==> src/shared/ostpll_params.svh <==
`ifndef OSTPLL_PARAMS_SVH
`define OSTPLL_PARAMS_SVH

// oscillator edges counted before the crystal is trusted
`define OSTPLL_STARTUP_CYCLES 1024
// power-up delay, in system clock cycles
`define OSTPLL_POWERUP_CYCLES 8192

// register offsets (byte addresses)
`define OSTPLL_OFS_CTRL       8'h00
`define OSTPLL_OFS_STAT       8'h04
`define OSTPLL_OFS_COUNT      8'h08

// field positions
`define OSTPLL_CTRL_SOFT_BIT  0
`define OSTPLL_STAT_TIMEOUT_BIT 0
`define OSTPLL_STAT_MULT_BIT  1
`define OSTPLL_STAT_BUSY_BIT  2
`define OSTPLL_STAT_HOLD_BIT  3

// reset values
`define OSTPLL_CTRL_RESET     1'b0

`endif

==> src/shared/ostpll_pkg.sv <==
`default_nettype none
package ostpll_pkg;

  // oscillator source selection from the configuration word
  typedef enum logic [2:0] {
    OSTPLL_MODE_LOW_POWER  = 3'b000,
    OSTPLL_MODE_STANDARD   = 3'b001,
    OSTPLL_MODE_HIGH_SPEED = 3'b010,
    OSTPLL_MODE_EXTRC = 3'b011,
    OSTPLL_MODE_INT   = 3'b100,
    OSTPLL_MODE_ECL   = 3'b101,
    OSTPLL_MODE_ECM   = 3'b110,
    OSTPLL_MODE_ECH   = 3'b111
  } ostpll_mode_t;

  // start-up sequencer states
  typedef enum logic [1:0] {
    OSTPLL_ST_POWERUP = 2'b00,
    OSTPLL_ST_COUNT = 2'b01,
    OSTPLL_ST_RUN   = 2'b10,
    OSTPLL_ST_IDLE  = 2'b11
  } ostpll_state_t;

endpackage : ostpll_pkg
`default_nettype wire
==> src/hw/ostpll_top.sv <==
// Contract
// RL1: crystal modes count 1024 oscillator cycles
// RL2: launch after power-up delay and wake
// RL3: hold the core while counting
// RL4: provide times-four multiplier enable for clock
// RL5: fuse bit or soft bit enables multiplier
// RL6: fuse set overrides soft bit value
// RL7: status shows start-up count finished
// RL8: each launch restarts count, clears status
`include "ostpll_params.svh"
`default_nettype none

// the block trusts a crystal only after a full count of its swings;
// the core stays held until then so no code runs on a bad clock.
// the multiplier enable is a plain or of the fuse and the soft bit,
// so the fuse can never be overridden from software.
module ostpll_top #(
  parameter int STARTUP_CYCLES = `OSTPLL_STARTUP_CYCLES,
  parameter int POWERUP_CYCLES = `OSTPLL_POWERUP_CYCLES,
  parameter int CNT_W          = 11,
  parameter int POWERUP_W      = 16
) (
  input  wire logic        sys_clk_i,            // system clock, 125 MHz
  input  wire logic        rst_i,                // power-on reset
  input  wire logic        oscillator_input_pin_i, // crystal pin level
  input  wire logic [2:0]  osc_mode_i,           // configured source
  input  wire logic        powerup_delay_en_i,   // delay fitted
  input  wire logic        multiplier_fuse_enable_i, // config bit
  input  wire logic        wake_i,               // wake-up pulse
  input  wire logic [7:0]  addr_i,               // register address
  input  wire logic [31:0] wdata_i,              // write data
  input  wire logic        wr_i,                 // write strobe
  input  wire logic        rd_i,                 // read strobe
  output logic      [31:0] rdata_o,              // read data, next cycle
  output logic             core_hold_o,          // stall program counter
  output logic             startup_timeout_status_o, // clock stable
  output logic             multiplier_enable_o,  // run times-four
  output logic             ext_clk_sel_o         // system on external
);

  // ---------------------------------------------------------------
  // decoding shared by several processes
  // ---------------------------------------------------------------

  // true for the three crystal or resonator modes
  function automatic logic is_crystal(input logic [2:0] m);
    case (m)
      ostpll_pkg::OSTPLL_MODE_LOW_POWER,
      ostpll_pkg::OSTPLL_MODE_STANDARD,
      ostpll_pkg::OSTPLL_MODE_HIGH_SPEED: is_crystal = 1'b1;
      default:                    is_crystal = 1'b0;
    endcase
  endfunction

  // true when the system clock comes from the pin side
  function automatic logic is_external(input logic [2:0] m);
    is_external = (m != ostpll_pkg::OSTPLL_MODE_INT);
  endfunction

  // terminal values at counter width
  // counting ends on the last value, so the full span is counted
  localparam logic [CNT_W-1:0]     STARTUP_LAST =
    CNT_W'(STARTUP_CYCLES - 1);
  localparam logic [POWERUP_W-1:0] POWERUP_LAST =
    POWERUP_W'(POWERUP_CYCLES - 1);

  // ---------------------------------------------------------------
  // oscillator pin synchroniser
  // ---------------------------------------------------------------

  logic [2:0] pin_sync_r;     // three-stage shift of the pin
  logic [2:0] pin_sync_nxt;
  logic       pin_level_r;    // filtered level, updates on agreement
  logic       pin_level_nxt;
  logic       osc_edge;       // one pulse per oscillation

  // shift the pin in; stage 0 is seen only by stage 1
  always_comb begin
    pin_sync_nxt  = {pin_sync_r[1:0], oscillator_input_pin_i};
    pin_level_nxt = pin_level_r;
    // accept a new level once the last two stages agree
    if (pin_sync_r[1] == pin_sync_r[2]) begin
      pin_level_nxt = pin_sync_r[2];
    end
  end

  // register the synchroniser
  always_ff @(posedge sys_clk_i or posedge rst_i) begin
    if (rst_i) begin
      pin_sync_r  <= 3'h0;
      pin_level_r <= 1'b0;
    end else begin
      pin_sync_r  <= pin_sync_nxt;
      pin_level_r <= pin_level_nxt;
    end
  end

  // a rising oscillation is a low-to-high of the filtered level
  assign osc_edge = pin_level_nxt & ~pin_level_r;

  // ---------------------------------------------------------------
  // start-up sequencer
  // ---------------------------------------------------------------

  ostpll_pkg::ostpll_state_t state_r;    // sequencer state
  ostpll_pkg::ostpll_state_t state_nxt;
  logic [CNT_W-1:0]     startup_cnt_r;   // oscillations seen
  logic [CNT_W-1:0]     startup_cnt_nxt;
  logic [POWERUP_W-1:0] powerup_cnt_r;   // power-up delay cycles
  logic [POWERUP_W-1:0] powerup_cnt_nxt;
  logic                 timeout_stat_r;  // start-up timeout status
  logic                 timeout_stat_nxt;
  logic              hold_r;             // core held
  logic              hold_nxt;
  logic              crystal;            // crystal mode selected

  assign crystal = is_crystal(osc_mode_i);

  // next state of the sequencer and its counters
  always_comb begin
    state_nxt        = state_r;
    startup_cnt_nxt  = startup_cnt_r;
    powerup_cnt_nxt  = powerup_cnt_r;
    timeout_stat_nxt = timeout_stat_r;
    hold_nxt         = hold_r;
    case (state_r)
      // waiting out the power-up delay after reset
      ostpll_pkg::OSTPLL_ST_POWERUP: begin
        hold_nxt = 1'b1;
        // a wake here is ignored: the launch follows anyway
        if (!powerup_delay_en_i || powerup_cnt_r == POWERUP_LAST) begin
          powerup_cnt_nxt = '0;
          state_nxt       = ostpll_pkg::OSTPLL_ST_IDLE;   // RL2
        end else begin
          powerup_cnt_nxt = powerup_cnt_r + POWERUP_W'(1);
        end
      end
      // decide whether the count is needed
      ostpll_pkg::OSTPLL_ST_IDLE: begin
        startup_cnt_nxt  = '0;                         // RL8
        timeout_stat_nxt = 1'b0;                       // RL8
        if (crystal) begin
          hold_nxt  = 1'b1;                            // RL3
          state_nxt = ostpll_pkg::OSTPLL_ST_COUNT;     // RL2
        end else begin
          hold_nxt  = 1'b0;
          state_nxt = ostpll_pkg::OSTPLL_ST_RUN;
        end
      end
      // counting crystal oscillations, core stalled
      ostpll_pkg::OSTPLL_ST_COUNT: begin
        hold_nxt = 1'b1;                               // RL3
        // a wake while counting starts the count over
        if (wake_i) begin
          startup_cnt_nxt = '0;                        // RL8
        end else if (osc_edge) begin
          if (startup_cnt_r == STARTUP_LAST) begin     // RL1
            startup_cnt_nxt  = '0;
            timeout_stat_nxt = 1'b1;                   // RL7
            hold_nxt         = 1'b0;                   // RL3
            state_nxt        = ostpll_pkg::OSTPLL_ST_RUN;
          end else begin
            startup_cnt_nxt = startup_cnt_r + CNT_W'(1);  // RL1
          end
        end
      end
      // running; a wake relaunches the count in crystal modes
      ostpll_pkg::OSTPLL_ST_RUN: begin
        hold_nxt = 1'b0;
        if (wake_i) begin
          state_nxt        = ostpll_pkg::OSTPLL_ST_IDLE;  // RL2
          timeout_stat_nxt = 1'b0;                        // RL8
          hold_nxt         = crystal;                     // RL3
        end
      end
      // unreachable encoding falls back to a fresh launch
      default: begin
        state_nxt = ostpll_pkg::OSTPLL_ST_IDLE;
        hold_nxt  = 1'b1;
      end
    endcase
  end

  // register the sequencer
  always_ff @(posedge sys_clk_i or posedge rst_i) begin
    if (rst_i) begin
      state_r        <= ostpll_pkg::OSTPLL_ST_POWERUP;
      startup_cnt_r  <= '0;
      powerup_cnt_r  <= '0;
      timeout_stat_r <= 1'b0;
      hold_r         <= 1'b1;
    end else begin
      state_r        <= state_nxt;
      startup_cnt_r  <= startup_cnt_nxt;
      powerup_cnt_r  <= powerup_cnt_nxt;
      timeout_stat_r <= timeout_stat_nxt;
      hold_r         <= hold_nxt;
    end
  end

  // ---------------------------------------------------------------
  // multiplier enable
  // ---------------------------------------------------------------

  logic soft_en_r;     // soft multiplier enable, software owned
  logic soft_en_nxt;
  logic mult_r;        // multiplier enable towards the clock tree
  logic mult_nxt;
  logic ext_r;         // system clock from external side
  logic ext_nxt;

  // fuse wins; soft bit only matters while the fuse is clear
  always_comb begin
    soft_en_nxt = soft_en_r;
    if (wr_i && addr_i == `OSTPLL_OFS_CTRL) begin
      soft_en_nxt = wdata_i[`OSTPLL_CTRL_SOFT_BIT];
    end
    if (multiplier_fuse_enable_i) begin
      mult_nxt = 1'b1;                                 // RL6
    end else begin
      mult_nxt = soft_en_r;                            // RL5
    end
    // crystal sources count as external only once stable
    if (crystal) begin
      ext_nxt = timeout_stat_r;                        // RL7
    end else begin
      ext_nxt = is_external(osc_mode_i);
    end
  end

  // register the enables
  always_ff @(posedge sys_clk_i or posedge rst_i) begin
    if (rst_i) begin
      soft_en_r <= `OSTPLL_CTRL_RESET;
      mult_r    <= 1'b0;
      ext_r     <= 1'b0;
    end else begin
      soft_en_r <= soft_en_nxt;
      mult_r    <= mult_nxt;                           // RL4
      ext_r     <= ext_nxt;
    end
  end

  // ---------------------------------------------------------------
  // register read port
  // ---------------------------------------------------------------

  logic [31:0] rdata_r;    // read data, valid the cycle after rd_i
  logic [31:0] rdata_nxt;

  // decode the read; unmapped and idle cycles return zero
  always_comb begin
    rdata_nxt = 32'h0;
    if (rd_i) begin
      case (addr_i)
        // control: soft enable
        `OSTPLL_OFS_CTRL: begin
          rdata_nxt[`OSTPLL_CTRL_SOFT_BIT] = soft_en_r;
        end
        // status: stability, multiplier, counting, hold
        `OSTPLL_OFS_STAT: begin
          rdata_nxt[`OSTPLL_STAT_TIMEOUT_BIT] = timeout_stat_r;  // RL7
          rdata_nxt[`OSTPLL_STAT_MULT_BIT] = mult_r;
          rdata_nxt[`OSTPLL_STAT_BUSY_BIT] =
            (state_r == ostpll_pkg::OSTPLL_ST_COUNT);
          rdata_nxt[`OSTPLL_STAT_HOLD_BIT] = hold_r;
        end
        // live oscillation count
        `OSTPLL_OFS_COUNT: begin
          rdata_nxt[CNT_W-1:0] = startup_cnt_r;
        end
        // anything else reads as zero
        default: begin
          rdata_nxt = 32'h0;
        end
      endcase
    end
  end

  // register the read data
  always_ff @(posedge sys_clk_i or posedge rst_i) begin
    if (rst_i) begin
      rdata_r <= 32'h0;
    end else begin
      rdata_r <= rdata_nxt;
    end
  end

  // ---------------------------------------------------------------
  // outputs, each straight from a flip-flop
  // ---------------------------------------------------------------

  assign rdata_o                  = rdata_r;
  assign core_hold_o              = hold_r;
  assign startup_timeout_status_o = timeout_stat_r;
  assign multiplier_enable_o      = mult_r;
  assign ext_clk_sel_o            = ext_r;

endmodule // ostpll_top

`default_nettype wire

==> config.mk <==
export PLATFORM = sky130hd
export DESIGN_NAME = ostpll_top
export DESIGN_NICKNAME = d
export VERILOG_FILES = /design/src/shared/ostpll_pkg.sv /design/src/hw/ostpll_top.sv
export VERILOG_INCLUDE_DIRS = /design/src /design/src/shared
export SDC_FILE = /design/constraint.sdc
export NUM_CORES = 1
export LEC_CHECK = 0
export BUFFER_PORTS_ARGS = -buffer_cell sky130_fd_sc_hd__buf_2
export CORE_ASPECT_RATIO = 0.7
export CORE_MARGIN = 5
export CORE_UTILIZATION = 45
export CTS_CLUSTER_DIAMETER = 100
export DETAILED_ROUTE_END_ITERATION = 10
export GPL_ROUTABILITY_DRIVEN = 0
export GPL_TIMING_DRIVEN = 0
export PLACE_DENSITY = 0.73
export RECOVER_POWER = 50
export REMOVE_ABC_BUFFERS = 1
export SKIP_LAST_GASP = 1
export SYNTH_ARGS = -nofsm -noshare
export SYNTH_HDL_FRONTEND = slang
export SYNTH_SLANG_ARGS = --single-unit
==> constraint.sdc <==
create_clock -name sys_clk_i -period 2 [get_ports sys_clk_i]
set_input_delay 0 -clock sys_clk_i [delete_from_list [all_inputs] [get_ports sys_clk_i]]
set_output_delay 0 -clock sys_clk_i [all_outputs]
set_load 0.1 [all_outputs]
==> run metrics <==
combinational cell fraction of total power approximately 17%; min cycle time layout ~2 ns; number of I/O pins between 80 and 90; Final ANT Viol Nets 0; top cell type's share of synthesized area between 40% and 50%; CP delay by family, top simple AND/OR/NAND/NOR gates; VDD IR max 0.2930 mV; antenna diode count 0; Synth Area in Simple Gates 21.05%; Req. time, crit path 2.22 ns; grt ovf 0; clock skew about 0.012 ns; met3 Track Usage GR about 3.3%; Root Buffer clkbuf_8; RSZ-0062 raised after global routing yes; CTS Buffer Depth 2; post-route core utilization a little over half; clock share of power 32.1%; crit-path cells or4b_1 > o41a_4 > mux2_4 > o221ai_1; # clock sinks 49; # DRC 0; largest family of logic cells by synthesized area simple AND/OR/NAND/NOR gates; number of flops mapped to enable cells by yosys 0; Post-Syn Instances ~260; Maximum Capacitance Violations 0; post-synthesis mux area share under 10%; r2r setup slk 0.04 ns; area of the multi-input gates 1237 um2; startpoint type of the worst setup path register; post-synth top area cell dfrtp_1; P_int approximately 1500 uW; vias in the first global route around 1,800; Crit Path Class register to register; syn_area_per_cell approximately 9.7 um2; Starting Density 47.51%; share of post-route cells with drive strength above 1 approximately a fifth; Core Footprint around 5400 um2; Psw around 660 uW; DR pass1 iterations 4; CP Max Fanout 7; FF-to-FF Start powerup_cnt_r[13]; CP Capture Point state_r[0]; xor-xnor portion of the synthesized cell area under 10%; worst hold stages 3; first-pass GRT wire length ~8900 um; Netlist cell types between 50 and 60; Global Route Usage Sum ~15%; die width around 100 um; Final #Nets between 300 and 400; Crit Reg-Reg Endpoint state_r[0]; worst min path class input pin to register; Critical path origin powerup_cnt_r[13]; Max H-tree Level 2; met1 Usage GRT a little under a quarter; initial antenna violation count 0; Fin. Hold Viols 0; Worst Max-Slew Pin Slew between 0.7 and 0.8 ns; Tcrit/Tclk final 97.96%; # fillers between 400 and 500; area delta synth->final 15.75%; Post-Route WL approximately 5400 um; CTS tree yes; Clock transition at path regs around 0.090 ns; standard-cell rows 22; grt peak-use layer met1; top cells by count, synth dfrtp_1, buf_4, nor2_1, o21ai_0, nand2_1; crit path max-delay cell type or4b_1; top-count cell post-synth dfrtp_1; fmax about 0.51 GHz; FF-to-FF path depth 4; Top FF cell, synth dfrtp_1; post-synthesis compound-gate area fraction between 15 and 20%; Worst setup EP type register; Register Area 1227 um2; sequential-to-total area share from yosys stat 48.14%; Inst Count DP about 360; switch share a little under a third; fin area between 2000 and 3000 um2; post-detail-place hpwl between 3000 and 4000 um; Final Max Slew Viols 0; largest cells by area after synthesis dfrtp_1, buf_4, o21ai_0, a31oi_1, nor2_1; vias post-DR around 2,100; IO Port Bufs 34; largest net degree at the start of global routing 32; clk_lat worst skew around 0.3 ns; Die Footprint roughly 7300 um2; LEAKAGE 0.001344 uW; FFs w/ async S/R, synth 100.0%; Stages on worst setup path 4; post-placement cell area approximately 2700 um2; Synth Register Bits 49; Num CTS Buffers 5; Rel. slew slack 49.84%; synthesized-area fraction occupied by adder cells under 10%; Bufs and invs on worst path 0; final setup fails 0; Critical Path AT between 2 and 2.5 ns; met2 usage between 20% and 30%; Design Power around 2100 uW; Pwr Density a little over 700 nW/um2; Synth Cell Area between 2000 and 3000 um2; Starting DRT DRC Count 176; Worst Slack Setup Final around 0.041 ns; die extent in y 72.98 um; routed vias/inst around 5.5; Ys Warns 0; Non-Filler Instances ~380; WL per Instance roughly 14 um; status completed; Crit path largest cell delay roughly 0.58 ns; register share of total power about 51%; worst slack, placed -0.5555 ns
[cell usage in the layout, fill, tap and decap left out, drive strengths merged, types with 4 or more instances in the layout]
cell / synthesis / routed
a31oi: 12 / 12
conb: 1 / 21
nor2b: 4 / 4
nor2: 17 / 17
buf: 23 / 37
nand3: 11 / 11
o21a: 4 / 4
dfrtp: 48 / 48
inv: 5 / 5
o21ai: 18 / 18
nand2: 16 / 16
a21oi: 11 / 11
clkbuf: 9 / 7
and2: 8 / 8
nor4: 4 / 4
xor2: 4 / 4
nand2b: 8 / 8
dlygate4sd3: 0 / 6
and3: 4 / 4
nand4: 8 / 8
[sequential cells by signal (all words and copies together) (netlist names)]
| register | count |
|---|---|
| multiplier_enable_o | 1 |
| pin_level_r | 1 |
| startup_cnt_r | 11 |
| powerup_cnt_r | 16 |
| ext_clk_sel_o | 1 |
| rdata_o | 11 |
| startup_timeout_status_o | 1 |
| pin_sync_r | 3 |
| state_r | 2 |
| soft_en_r | 1 |
| core_hold_o | 1 |
[power groups by stage]
stage	Combinational, uW	Sequential, uW	Clock, uW
finish	368	1090	689
global route	400	1100	747
CTS	367	1090	705
detailed placement	346	1100	0
global placement	335	1100	0
floorplan	270	1110	0
[what timing repair did]
| action | CTS | global route |
|---|---|---|
| pin swaps | 2 | 1 |
| setup buffers | 2 | 1 |
| endpoints found under the hold margin | 23 | 0 |
| gates resized for setup | 7 | 4 |
| gates cloned | 1 | 0 |
| endpoints found under the setup margin | 23 | 17 |
| hold buffers | 6 | 0 |
[final cells by class]
cell class,count,share of cell area [%]
Timing Repair Buffer,44,9.156
Clock buffer,6,2.459
Sequential cell,49,41.59
Clock inverter,2,1.187
Inverter,5,0.6359
Multi-Input combinational cell,198,41.92
Tap cell,72,3.052
[worst min-delay path by stage]
stage                                 from          endpoint  slack, ns
global placement    oscillator_input_pin_i     pin_sync_r[0]       0.11
CTS                     powerup_delay_en_i  powerup_cnt_r[8]       0.02
floorplan           oscillator_input_pin_i     pin_sync_r[0]       0.03
finish                  powerup_delay_en_i  powerup_cnt_r[8]       0.02
detailed placement                   rst_i     ext_clk_sel_o       0.02
global route                          rd_i        rdata_o[2]       0.04
[logic make-up after synthesis]
group	after synthesis
flip-flops	49
multiplexers	3
other	1
buffers and inverters	37
AND/OR/NAND/NOR	97
XOR/XNOR	4
adder cells (fa/ha/maj)	3
AO/OA/AOI/OAI	69
[per-stage QoR]
stage	hold slack, ns	TNS, ns
global placement	0.1099	-5.024
floorplan	0.03143	-0.08491
detailed placement	0.02183	-5.619
global route	0.04143	-0.1229
finish	0.01747	0
CTS	0.01508	-0.006937
[layer usage]
metal,up-vias,part of all wire [%]
met5,-,0
met4,0,1.3
met3,8,8.5
met2,85,41
met1,986,49
li1,1006,-
[worst reg2reg max path: stages, from the launching register on]
cell      delay [ns]
dfrtp_1         0.44
or4b_1          0.58
o41a_4          0.43
mux2_4          0.27
o221ai_1        0.15
Power figures use the tool's default switching activity.
